## src/long_exec_defines.svh

```systemverilog
// Constants for the extended-address skip, table-read and XOR execution unit.
// Assumes an 8-bit data path, a 256-byte data space and a 16-bit program word.
// Overview of operation
// - The byte-test-with-copy skip loads the addressed data byte into the accumulator first.
// - That copy skip then skips the next instruction when the byte is zero, else goes on.
// - The bit test skips the next instruction when the selected bit is zero, else goes on.
// - A met skip inserts one dummy cycle, so the skipping instruction takes two cycles.
// - The current-page table read fetches the word at the pointer low byte in the current page.
// - The last-page table read fetches the word at the pointer low byte in the last page.
// - The incrementing table read bumps the pointer low byte, then reads at high and low pointer.
// - The incrementing last-page read bumps the pointer low byte, then reads in the last page.
// - XOR to accumulator puts accumulator XOR data byte in the accumulator, touching only Z.
// - XOR to memory puts accumulator XOR data byte back in the data byte, touching only Z.
`ifndef LONG_EXEC_DEFINES_SVH
`define LONG_EXEC_DEFINES_SVH
`define DATA_DEPTH 256
`define LAST_PAGE 8'hff
`define ACC_RESET 8'h00
`define TBL_RESET 8'h00
`define ZERO_BYTE 8'h00
`endif

```

## src/long_exec_pkg.sv

```systemverilog
// Types shared by the execution unit and its testbench.
// Assumes the defines header is compiled alongside.
package long_exec_pkg;
  typedef enum logic [2:0] {
    skip_if_zero_copy_to_acc,
    skip_if_zero_test,
    table_read_current_page,
    table_read_last_page,
    table_read_pre_increment,
    table_read_last_page_pre_increment,
    exclusive_or_to_accumulator,
    exclusive_or_to_memory
  } op_t;

  typedef enum logic [2:0] {st_idle, st_exec, st_fetch, st_store, st_dummy} state_t;

  typedef struct packed {
    state_t state;
    op_t op;
    logic [7:0] addr;
    logic [2:0] bitsel;
    logic [7:0] accumulator;
    logic zero_flag;
    logic [7:0] table_pointer_low;
    logic [7:0] table_pointer_high;
    logic [7:0] table_high_latch;
    logic [15:0] prog_addr;
    logic prog_rd;
    logic skip_slot;
    logic done;
    logic ready;
  } core_t;
endpackage

```

## src/long_exec_ram.sv

```systemverilog
// Data memory of the execution unit: 256 bytes, asynchronous read, clocked write.
// Assumes a single writer per cycle, chosen by the execution unit.
`timescale 1ns/100ps
`include "long_exec_defines.svh"
module long_exec_ram (
  input wire logic clk,            // Core clock
  input wire logic wr,             // Write strobe
  input wire logic [7:0] waddr,    // Write address
  input wire logic [7:0] wdata,    // Write data
  input wire logic [7:0] raddr,    // Read address
  output logic [7:0] rdata         // Read data, same cycle
);
  logic [7:0] mem [0:`DATA_DEPTH-1];

  // No reset: contents are undefined until software writes them
  always_ff @(posedge clk) begin
    if (wr) begin
      mem[waddr] <= wdata;
    end
  end

  assign rdata = mem[raddr];
endmodule

```

## src/long_skip_table_xor_exec.sv

```systemverilog
// Execution unit for the extended skip, table-read and XOR instructions.
// Assumes program memory answers prog_rd with prog_word on the following cycle
// and that the core holds pc_page steady while an instruction runs.
`timescale 1ns/100ps
`include "long_exec_defines.svh"
module long_skip_table_xor_exec
  import long_exec_pkg::*;
(
  input wire logic clk,                     // Core clock, 25 MHz
  input wire logic sys_rst,                 // Asynchronous reset, active high
  input wire logic issue,                   // Start an instruction (taken when ready)
  input wire op_t op,                       // Instruction to run
  input wire logic [7:0] mem_addr,          // Data byte address
  input wire logic [2:0] bit_sel,           // Bit index for the bit test
  input wire logic [7:0] pc_page,           // Current program page
  input wire logic [15:0] prog_word,        // Program memory read data
  input wire logic acc_load,                // Load accumulator while idle
  input wire logic [7:0] acc_in,            // Accumulator load value
  input wire logic tp_load,                 // Load table pointer while idle
  input wire logic [7:0] tp_low_in,         // Table pointer low load value
  input wire logic [7:0] tp_high_in,        // Table pointer high load value
  input wire logic ext_wr,                  // Data memory write while idle
  input wire logic [7:0] ext_addr,          // Data memory write address
  input wire logic [7:0] ext_wdata,         // Data memory write data
  output logic ready,                       // Idle, may issue
  output logic done,                        // Instruction finished
  output logic skip_slot,                   // Next fetched instruction is discarded
  output logic [7:0] accumulator,           // Accumulator
  output logic zero_flag,                   // Zero flag
  output logic [7:0] table_pointer_low,     // Table pointer low byte
  output logic [7:0] table_pointer_high,    // Table pointer high byte
  output logic [7:0] table_high_latch,      // Table read high byte
  output logic [15:0] prog_addr,            // Program memory address
  output logic prog_rd                      // Program memory read strobe
);
  core_t r;
  core_t next_r;
  logic ram_wr;
  logic [7:0] ram_waddr;
  logic [7:0] ram_wdata;
  logic [7:0] ram_rdata;
  logic [7:0] ptr;
  logic [7:0] xor_val;

  function automatic logic is_zero(input logic [7:0] b);
    return b == `ZERO_BYTE;
  endfunction

  function automatic logic pre_inc(input op_t o);
    return o == table_read_pre_increment || o == table_read_last_page_pre_increment;
  endfunction

  function automatic logic last_page(input op_t o);
    return o == table_read_last_page || o == table_read_last_page_pre_increment;
  endfunction

  long_exec_ram u_ram (
    .clk(clk),
    .wr(ram_wr),
    .waddr(ram_waddr),
    .wdata(ram_wdata),
    .raddr(r.addr),
    .rdata(ram_rdata)
  );

  assign ptr = pre_inc(r.op) ? r.table_pointer_low + 8'h01 : r.table_pointer_low;
  assign xor_val = r.accumulator ^ ram_rdata;

  always_comb begin
    next_r = r;
    next_r.done = 1'b0;
    next_r.skip_slot = 1'b0;
    next_r.prog_rd = 1'b0;
    ram_wr = 1'b0;
    ram_waddr = r.addr;
    ram_wdata = `ZERO_BYTE;
    unique case (r.state)
      st_idle: begin
        next_r.ready = 1'b1;
        if (acc_load) begin
          next_r.accumulator = acc_in;
        end
        if (tp_load) begin
          next_r.table_pointer_low = tp_low_in;
          next_r.table_pointer_high = tp_high_in;
        end
        if (ext_wr) begin
          ram_wr = 1'b1;
          ram_waddr = ext_addr;
          ram_wdata = ext_wdata;
        end
        if (issue) begin
          next_r.op = op;
          next_r.addr = mem_addr;
          next_r.bitsel = bit_sel;
          next_r.ready = 1'b0;
          next_r.state = st_exec;
        end
      end
      st_exec: begin
        next_r.state = st_idle;
        next_r.done = 1'b1;
        next_r.ready = 1'b1;
        unique case (r.op)
          skip_if_zero_copy_to_acc: begin
            next_r.accumulator = ram_rdata;
            if (is_zero(ram_rdata)) begin
              next_r.state = st_dummy;
              next_r.skip_slot = 1'b1;
              next_r.done = 1'b0;
              next_r.ready = 1'b0;
            end
          end
          skip_if_zero_test: begin
            if (!ram_rdata[r.bitsel]) begin
              next_r.state = st_dummy;
              next_r.skip_slot = 1'b1;
              next_r.done = 1'b0;
              next_r.ready = 1'b0;
            end
          end
          exclusive_or_to_accumulator: begin
            next_r.accumulator = xor_val;
            next_r.zero_flag = is_zero(xor_val);
          end
          exclusive_or_to_memory: begin
            ram_wr = 1'b1;
            ram_wdata = xor_val;
            next_r.zero_flag = is_zero(xor_val);
          end
          default: begin
            // All four table reads share one fetch path
            next_r.table_pointer_low = ptr;
            if (last_page(r.op)) begin
              next_r.prog_addr = {`LAST_PAGE, ptr};
            end else if (pre_inc(r.op)) begin
              next_r.prog_addr = {r.table_pointer_high, ptr};
            end else begin
              next_r.prog_addr = {pc_page, ptr};
            end
            next_r.prog_rd = 1'b1;
            next_r.state = st_fetch;
            next_r.done = 1'b0;
            next_r.ready = 1'b0;
          end
        endcase
      end
      st_fetch: begin
        next_r.state = st_store;
      end
      st_store: begin
        ram_wr = 1'b1;
        ram_wdata = prog_word[7:0];
        next_r.table_high_latch = prog_word[15:8];
        next_r.state = st_idle;
        next_r.done = 1'b1;
        next_r.ready = 1'b1;
      end
      st_dummy: begin
        // Dummy slot: the fetched instruction is dropped and nothing is written
        next_r.state = st_idle;
        next_r.done = 1'b1;
        next_r.ready = 1'b1;
      end
    endcase
  end

  always_ff @(posedge clk or posedge sys_rst) begin
    if (sys_rst) begin
      r <= '{state: st_idle, op: skip_if_zero_copy_to_acc, addr: 8'h00, bitsel: 3'h0,
             accumulator: `ACC_RESET, zero_flag: 1'b0, table_pointer_low: `TBL_RESET,
             table_pointer_high: `TBL_RESET, table_high_latch: 8'h00, prog_addr: 16'h0000,
             prog_rd: 1'b0, skip_slot: 1'b0, done: 1'b0, ready: 1'b0};
    end else begin
      r <= next_r;
    end
  end

  assign ready = r.ready;
  assign done = r.done;
  assign skip_slot = r.skip_slot;
  assign accumulator = r.accumulator;
  assign zero_flag = r.zero_flag;
  assign table_pointer_low = r.table_pointer_low;
  assign table_pointer_high = r.table_pointer_high;
  assign table_high_latch = r.table_high_latch;
  assign prog_addr = r.prog_addr;
  assign prog_rd = r.prog_rd;

  logic exec_now;
  logic sel_bit;
  assign exec_now = r.state == st_exec;
  assign sel_bit = ram_rdata[r.bitsel];
endmodule

```

## config.mk

```make
export PLATFORM = sky130hd
export DESIGN_NAME = long_skip_table_xor_exec
export DESIGN_NICKNAME = d
export VERILOG_FILES = /design/src/long_exec_pkg.sv /design/src/long_exec_ram.sv /design/src/long_skip_table_xor_exec.sv
export VERILOG_INCLUDE_DIRS = /design/src
export SDC_FILE = /design/constraint.sdc
export NUM_CORES = 2
export LEC_CHECK = 0
export BUFFER_PORTS_ARGS = -buffer_cell sky130_fd_sc_hd__buf_4
export CAP_MARGIN = 20
export CORE_AREA = 2 2 436 438
export CTS_BUF_LIST = sky130_fd_sc_hd__clkbuf_4 sky130_fd_sc_hd__clkbuf_8 sky130_fd_sc_hd__clkbuf_16
export CTS_CLUSTER_SIZE = 40
export DETAILED_ROUTE_END_ITERATION = 10
export DIE_AREA = 0 0 438 440
export PLACE_DENSITY_LB_ADDON = 0.3
export REMOVE_ABC_BUFFERS = 1
export SYNTH_ARGS = -nofsm -noshare
export SYNTH_HDL_FRONTEND = slang
export SYNTH_SLANG_ARGS = --single-unit
```

## constraint.sdc

```tcl
create_clock -name clk -period 18 [get_ports clk]
set_clock_uncertainty 0.05 [all_clocks]
set_input_delay 0.9 -clock clk [delete_from_list [all_inputs] [get_ports clk]]
set_output_delay 0.9 -clock clk [all_outputs]
set_load 0.03 [all_outputs]
```

# Yosys cells after proc, flatten, opt, wreduce, memory -nomap -nowiden
# Memories as Yosys holds them, arrays and structs flattened.
# Cells that the tools add are included.
# word_totals
wordCells,86
n_memories,1
ram_bits,2048
inputBits,84
regBits,70
out_inout_bits,53
# classes
eq_ne,15
add_sub_neg,1
n_bitwise,2
magnitude_cmp,1
mux,35
n_reduce_logical,17
# memory_table
name,words,width,rd,rd_clocked_by_memory_dff,wr,line,rtl
u_ram.mem,256,8,1,0,1,long_exec_ram.sv:13,logic [7:0] mem [0:`DATA_DEPTH-1];
# ops
cell,count
$mux 8,7
$mux 16,3
$pmux 8 s2,3
$pmux 8 s3,1
$mux 17,1
$logic_not 8->1,2
$eq 3x3->1 const B,5
$mux 3,4
$pmux 3 s4,1
$eq 3x2->1 const B,3
$pmux 3 s3,1
$add 8x1->8 const B,1
$ne 2x2->1 const B,4
$reduce_and 2->1,4
$xor 8x8->8,1
$mux 1,7
$eq 3x1->1 const B,2
$logic_not 3->1,2
$pmux 1 s3,2
$pmux 2 s3,1
$reduce_and 3->1,2
$lt 3x4->1 const B,1
$pmux 1 s2,2
$reduce_or 2->1,2
other kinds (8),9

# Logic depth before layout (Yosys ltp)
# An unclocked memory read counts as a cell.
# logic_depth
ltp_word,6
depth_mapped,17
ltp_nobuf,10

# By module
# From an unflattened synthesis, not the netlist that was laid out.
# hier_totals
cells_unflattened,4162
area_unflattened_um2,83639.0
# modules_own_cells
module,seq_area_each_um2,instances,cells_per_inst,area_each_um2
long_exec_ram,61499.0,1,3725,79396.1
long_skip_table_xor_exec,1751.7,1,437,4242.8

# Worst setup path after synthesis
# No wires, ideal clock.
# synth_timing
path_kind,register to register
from,register r[57] in the netlist's numbering
to,memory u_ram.mem[0][7] (data pin)
t_arrival_ns,12.526
slack_ns,3.228
t_required_ns,15.754
stages_incl_launch_ff,11
setup_time_ns,2.196
period_less_slack_ns,14.772
path_buffers,3
cell_sequence,dfrtp_1 buf_2 buf_2 buf_1 mux4_2 o211ai_1 a21oi_1 or4_1 nand4_4 xor2_1 o21ai_0
# synth_between
elab_chain_len,4
# synth_rtl
item,line,rtl
"start, declared",long_skip_table_xor_exec.sv:36,core_t r;
"start signal, assigned",long_skip_table_xor_exec.sv:170,"r <= '{state: st_idle, op: skip_if_zero_copy_to_acc, addr: 8'h00, bitsel: 3'h0,"
"start signal, assigned",long_skip_table_xor_exec.sv:175,r <= next_r;
$mem_v2 256x8,n/a,
$xor 8x8->8,long_skip_table_xor_exec.sv:67,assign xor_val = r.accumulator ^ ram_rdata;
$mux 8,long_skip_table_xor_exec.sv:104,unique case (r.op)
$pmux 8 s3,long_skip_table_xor_exec.sv:77,unique case (r.state)
via ram_wdata[7],long_skip_table_xor_exec.sv:40,logic [7:0] ram_wdata;
"end, declared",long_exec_ram.sv:13,
# The timed path passes the listed nets, and every way through them passes these cells.

# Worst setup path after layout
# layout_timing
from,register r[56] in the netlist's numbering
to,memory u_ram.mem[212][2] (data pin)
# The elaborated chain is that of the path after synthesis.

==> results.toml <==
[run_status]
status = "complete, no violations"

[route]
wirelength_mm = 225
vias = 43800
drt-initial-drc-count = 5686
firstDrtPassIters = 6
wl_per_cell_um = 31.4
viasPerCell = 6.11
drc_errors = 0
ant_nets = 0

[logic_synthesis]
ys_types = 85
synth_top_area_cell = "edfxtp_1"
yosys.area.top_type_share_pct = 72.9
synth_edf_count = 2048
syn_area_per_cell_um2 = 19.5
synth_area_leaders = "edfxtp_1 (73%), mux4_2 (12%), mux2i_1 (2.5%), dfrtp_1 (2.1%), nor2_1 (1.5%)"
ys_warn_count = 0
synth_cells = 4315
synth-seq-cells = 2118
async_flop_share_pct = 3.31
syn_area_um2 = 84300
synthFlopType = "edfxtp_1"
ys_seq_area_share_pct = 75.0

[floorplanning]
ioPinCount = 137
core_area_um2 = 189000
fp-row-count = 160
fp.dieW_um = 438
die_h_um = 440
die_area_um2 = 193000
initial_core_util_pct = 44.7

[timing]
tightest_slew_ns = 1.12
finalSetupViolCount = 0
slew_headroom_pct = 25.1
fmax_mhz = 126
slew_violations = 0
finalSetupTns_ns = 0
fin_crit_sh_pct = 44.0
rsz0062_at_grt = "false"
min_period_ns = 7.92
hold_viol_final = 0

[clock_network]
cts.clk_slew.worst_paths_ns = 0.06
cts_max_level = 4
post-cts-setup-buffers = 0
clk_path_buf_depth = 3
cts_num_sinks = 2118
clkLatencyLatePin_ns = 0.87
cts_tree = "yes"
holdBufCountCts = 0
cts_buffers = 206
clock-root-buffer = "clkbuf_16"
cts_resized = 0

[worst_setup_path]
cp.required_ns = 18.42
reg2reg_from = "r[56]$_DFFE_PP0P_"
crit_family = "buffers and inverters"
cpMaxStageDelayCell = "buf_4"
crit_top_cell = "buf_4"
critPathLaunch = "r[56]$_DFFE_PP0P_"
crit_fanout = 100
slowest_delay_ns = 0.88
crit_cells = 13
cp_cell_sequence = "buf_4, buf_4, buf_12, buf_4, mux4_2, mux4_2, o21ai_0, o311a_1, nor4_2, xnor2_1, o21ai_4, buf_4, buf_4"
rr_endpoint = "u_ram.mem[212][2]$_DFFE_PP_"
r2r_slack_ns = 10.08
crit_path_start_kind = "flop"
crit_type = "flop to flop"
reg2regPathDepth = 13
cp.buffers_inverters = 6
critPathArrivalTime_ns = 8.34
end_kind = "flop"

[worst_hold_path]
min_to = "table_high_latch[1]$_DFFE_PP0N_"
min_path_cells = 3
hp-class = "primary input to flop"
hp-start = "prog_word[9]"

[grt]
grt-ovfl-total = 0
grt_pass1_wl_mm = 320
antenna_found_initial = 6
grt_max_degree = 221
grt_usage_pct = 23.3
grt_pass1_vias = 42800

[finish]
nets = 4572
final_common_cell = "edfxtp_1"
drive_gt1_share_pct = 23.8
design_area_um2 = 94500
mostFrequentLayoutCells = "edfxtp_1 (2048), mux4_2 (439), nor2_1 (332)"
area_growth_pct = 12.1
n_fill_cell = 15000

[place]
dp_hpwl_mm = 139
globalplace.congestion = 0.908
portBuffers = 136
place_area_um2 = 87700

[power]
vdd_drop_max_uv = 188
powerDensity_nw_per_um2 = 166
leakage_nw = 30.3

[run]
cap_violations = 0
## how the worst max path moves through the flow
stage / end / slack (ns)
6_report: u_ram.mem[212][2]$_DFFE_PP_ / 10.08
3_5_place_dp: u_ram.mem[90][4]$_DFFE_PP_ / 9.17
2_1_floorplan: u_ram.mem[0][1]$_DFFE_PP_ / -18.22
3_3_place_gp: u_ram.mem[46][4]$_DFFE_PP_ / 9.45
5_1_grt: u_ram.mem[212][2]$_DFFE_PP_ / 9.58
4_1_cts: u_ram.mem[43][4]$_DFFE_PP_ / 9.14
## through the flow
step           power, W  utilization, %  worst slack (ns)  std cells  hold WS [ns]
3_3_place_gp     0.0114            46.5              9.45       6779         0.413
4_1_cts          0.0157            50.1              9.14       7162         0.127
6_report         0.0157            50.1             10.08       7170         0.192
2_1_floorplan    0.0111               -            -18.22       4022         0.517
5_1_grt          0.0162            50.1              9.58       7168         0.160
3_5_place_dp     0.0115            46.5              9.17       6784         0.414
## synthesized netlist by cell type (22+ instances only)
master and number:
o221ai_1 22, nand3_1 40, a211oi_1 27, nand2_1 242, o211ai_1 22, and2_1 26
clkbuf_1 100, buf_6 25, a22oi_1 53, nor2_1 332, buf_4 72, a31oi_1 25
o22ai_1 41, mux2_2 22, mux2i_1 213, edfxtp_1 2048, o21ai_0 101, a21oi_1 51
buf_2 65, mux4_2 439, dfrtp_1 70
## sequential cells by signal, summed over array words and instances, names as in the netlist, 8 cells and up
name / cells
accumulator: 8
prog_addr: 16
r: 17
table_high_latch: 8
table_pointer_high: 8
table_pointer_low: 8
u_ram.mem: 2048
## metal layers
| layer | global-route usage, % | up-vias | share of wire (%) |
|---|---|---|---|
| met5 | 0 | - | 0 |
| met4 | 9.56 | 0 | 4.4 |
| met3 | 4.72 | 418 | 9.4 |
| met2 | 35.9 | 2444 | 46 |
| met1 | 32.6 | 23100 | 40 |
| li1 | - | 17900 | - |
## tightest hold or removal path, stage by stage
cell and delay [ns]:
buf_4 0.08, nand2_1 0.04, nand2_1 0.05
## power by group
| group | internal (W) | switching, W | leakage (nW) | total [W] |
|---|---|---|---|---|
| Combinational | 0.00172 | 0.00335 | 7.27 | 0.00507 |
| Sequential | 0.00614 | 0.000205 | 19.7 | 0.00634 |
| Clock | 0.00241 | 0.00185 | 3.36 | 0.00426 |
## cell type report
type	count	area, um2	share of cell area [%]
flip-flops and latches	2118	63300	66.9
multi-input cells	1887	19300	20.4
clock buffers	272	5740	6.07
well taps	2511	3140	3.32
repair buffers	257	2060	2.18
clock inverters	106	967	1.02
inverters	17	67.6	0.0715
diodes	2	5.00	0.00529
## kinds of logic after synthesis
group / count (synthesis) / synth area share, %
AO/OA/AOI/OAI: 435 / 3.54
XOR/XNOR: 17 / 0.177
adder cells (fa/ha/maj): 1 / 0.0148
buffers and inverters: 310 / 2.25
flip-flops: 2118 / 75.0
multiplexers: 692 / 15.1
AND/OR/NAND/NOR: 742 / 3.91
Power figures use the tool's default switching activity.
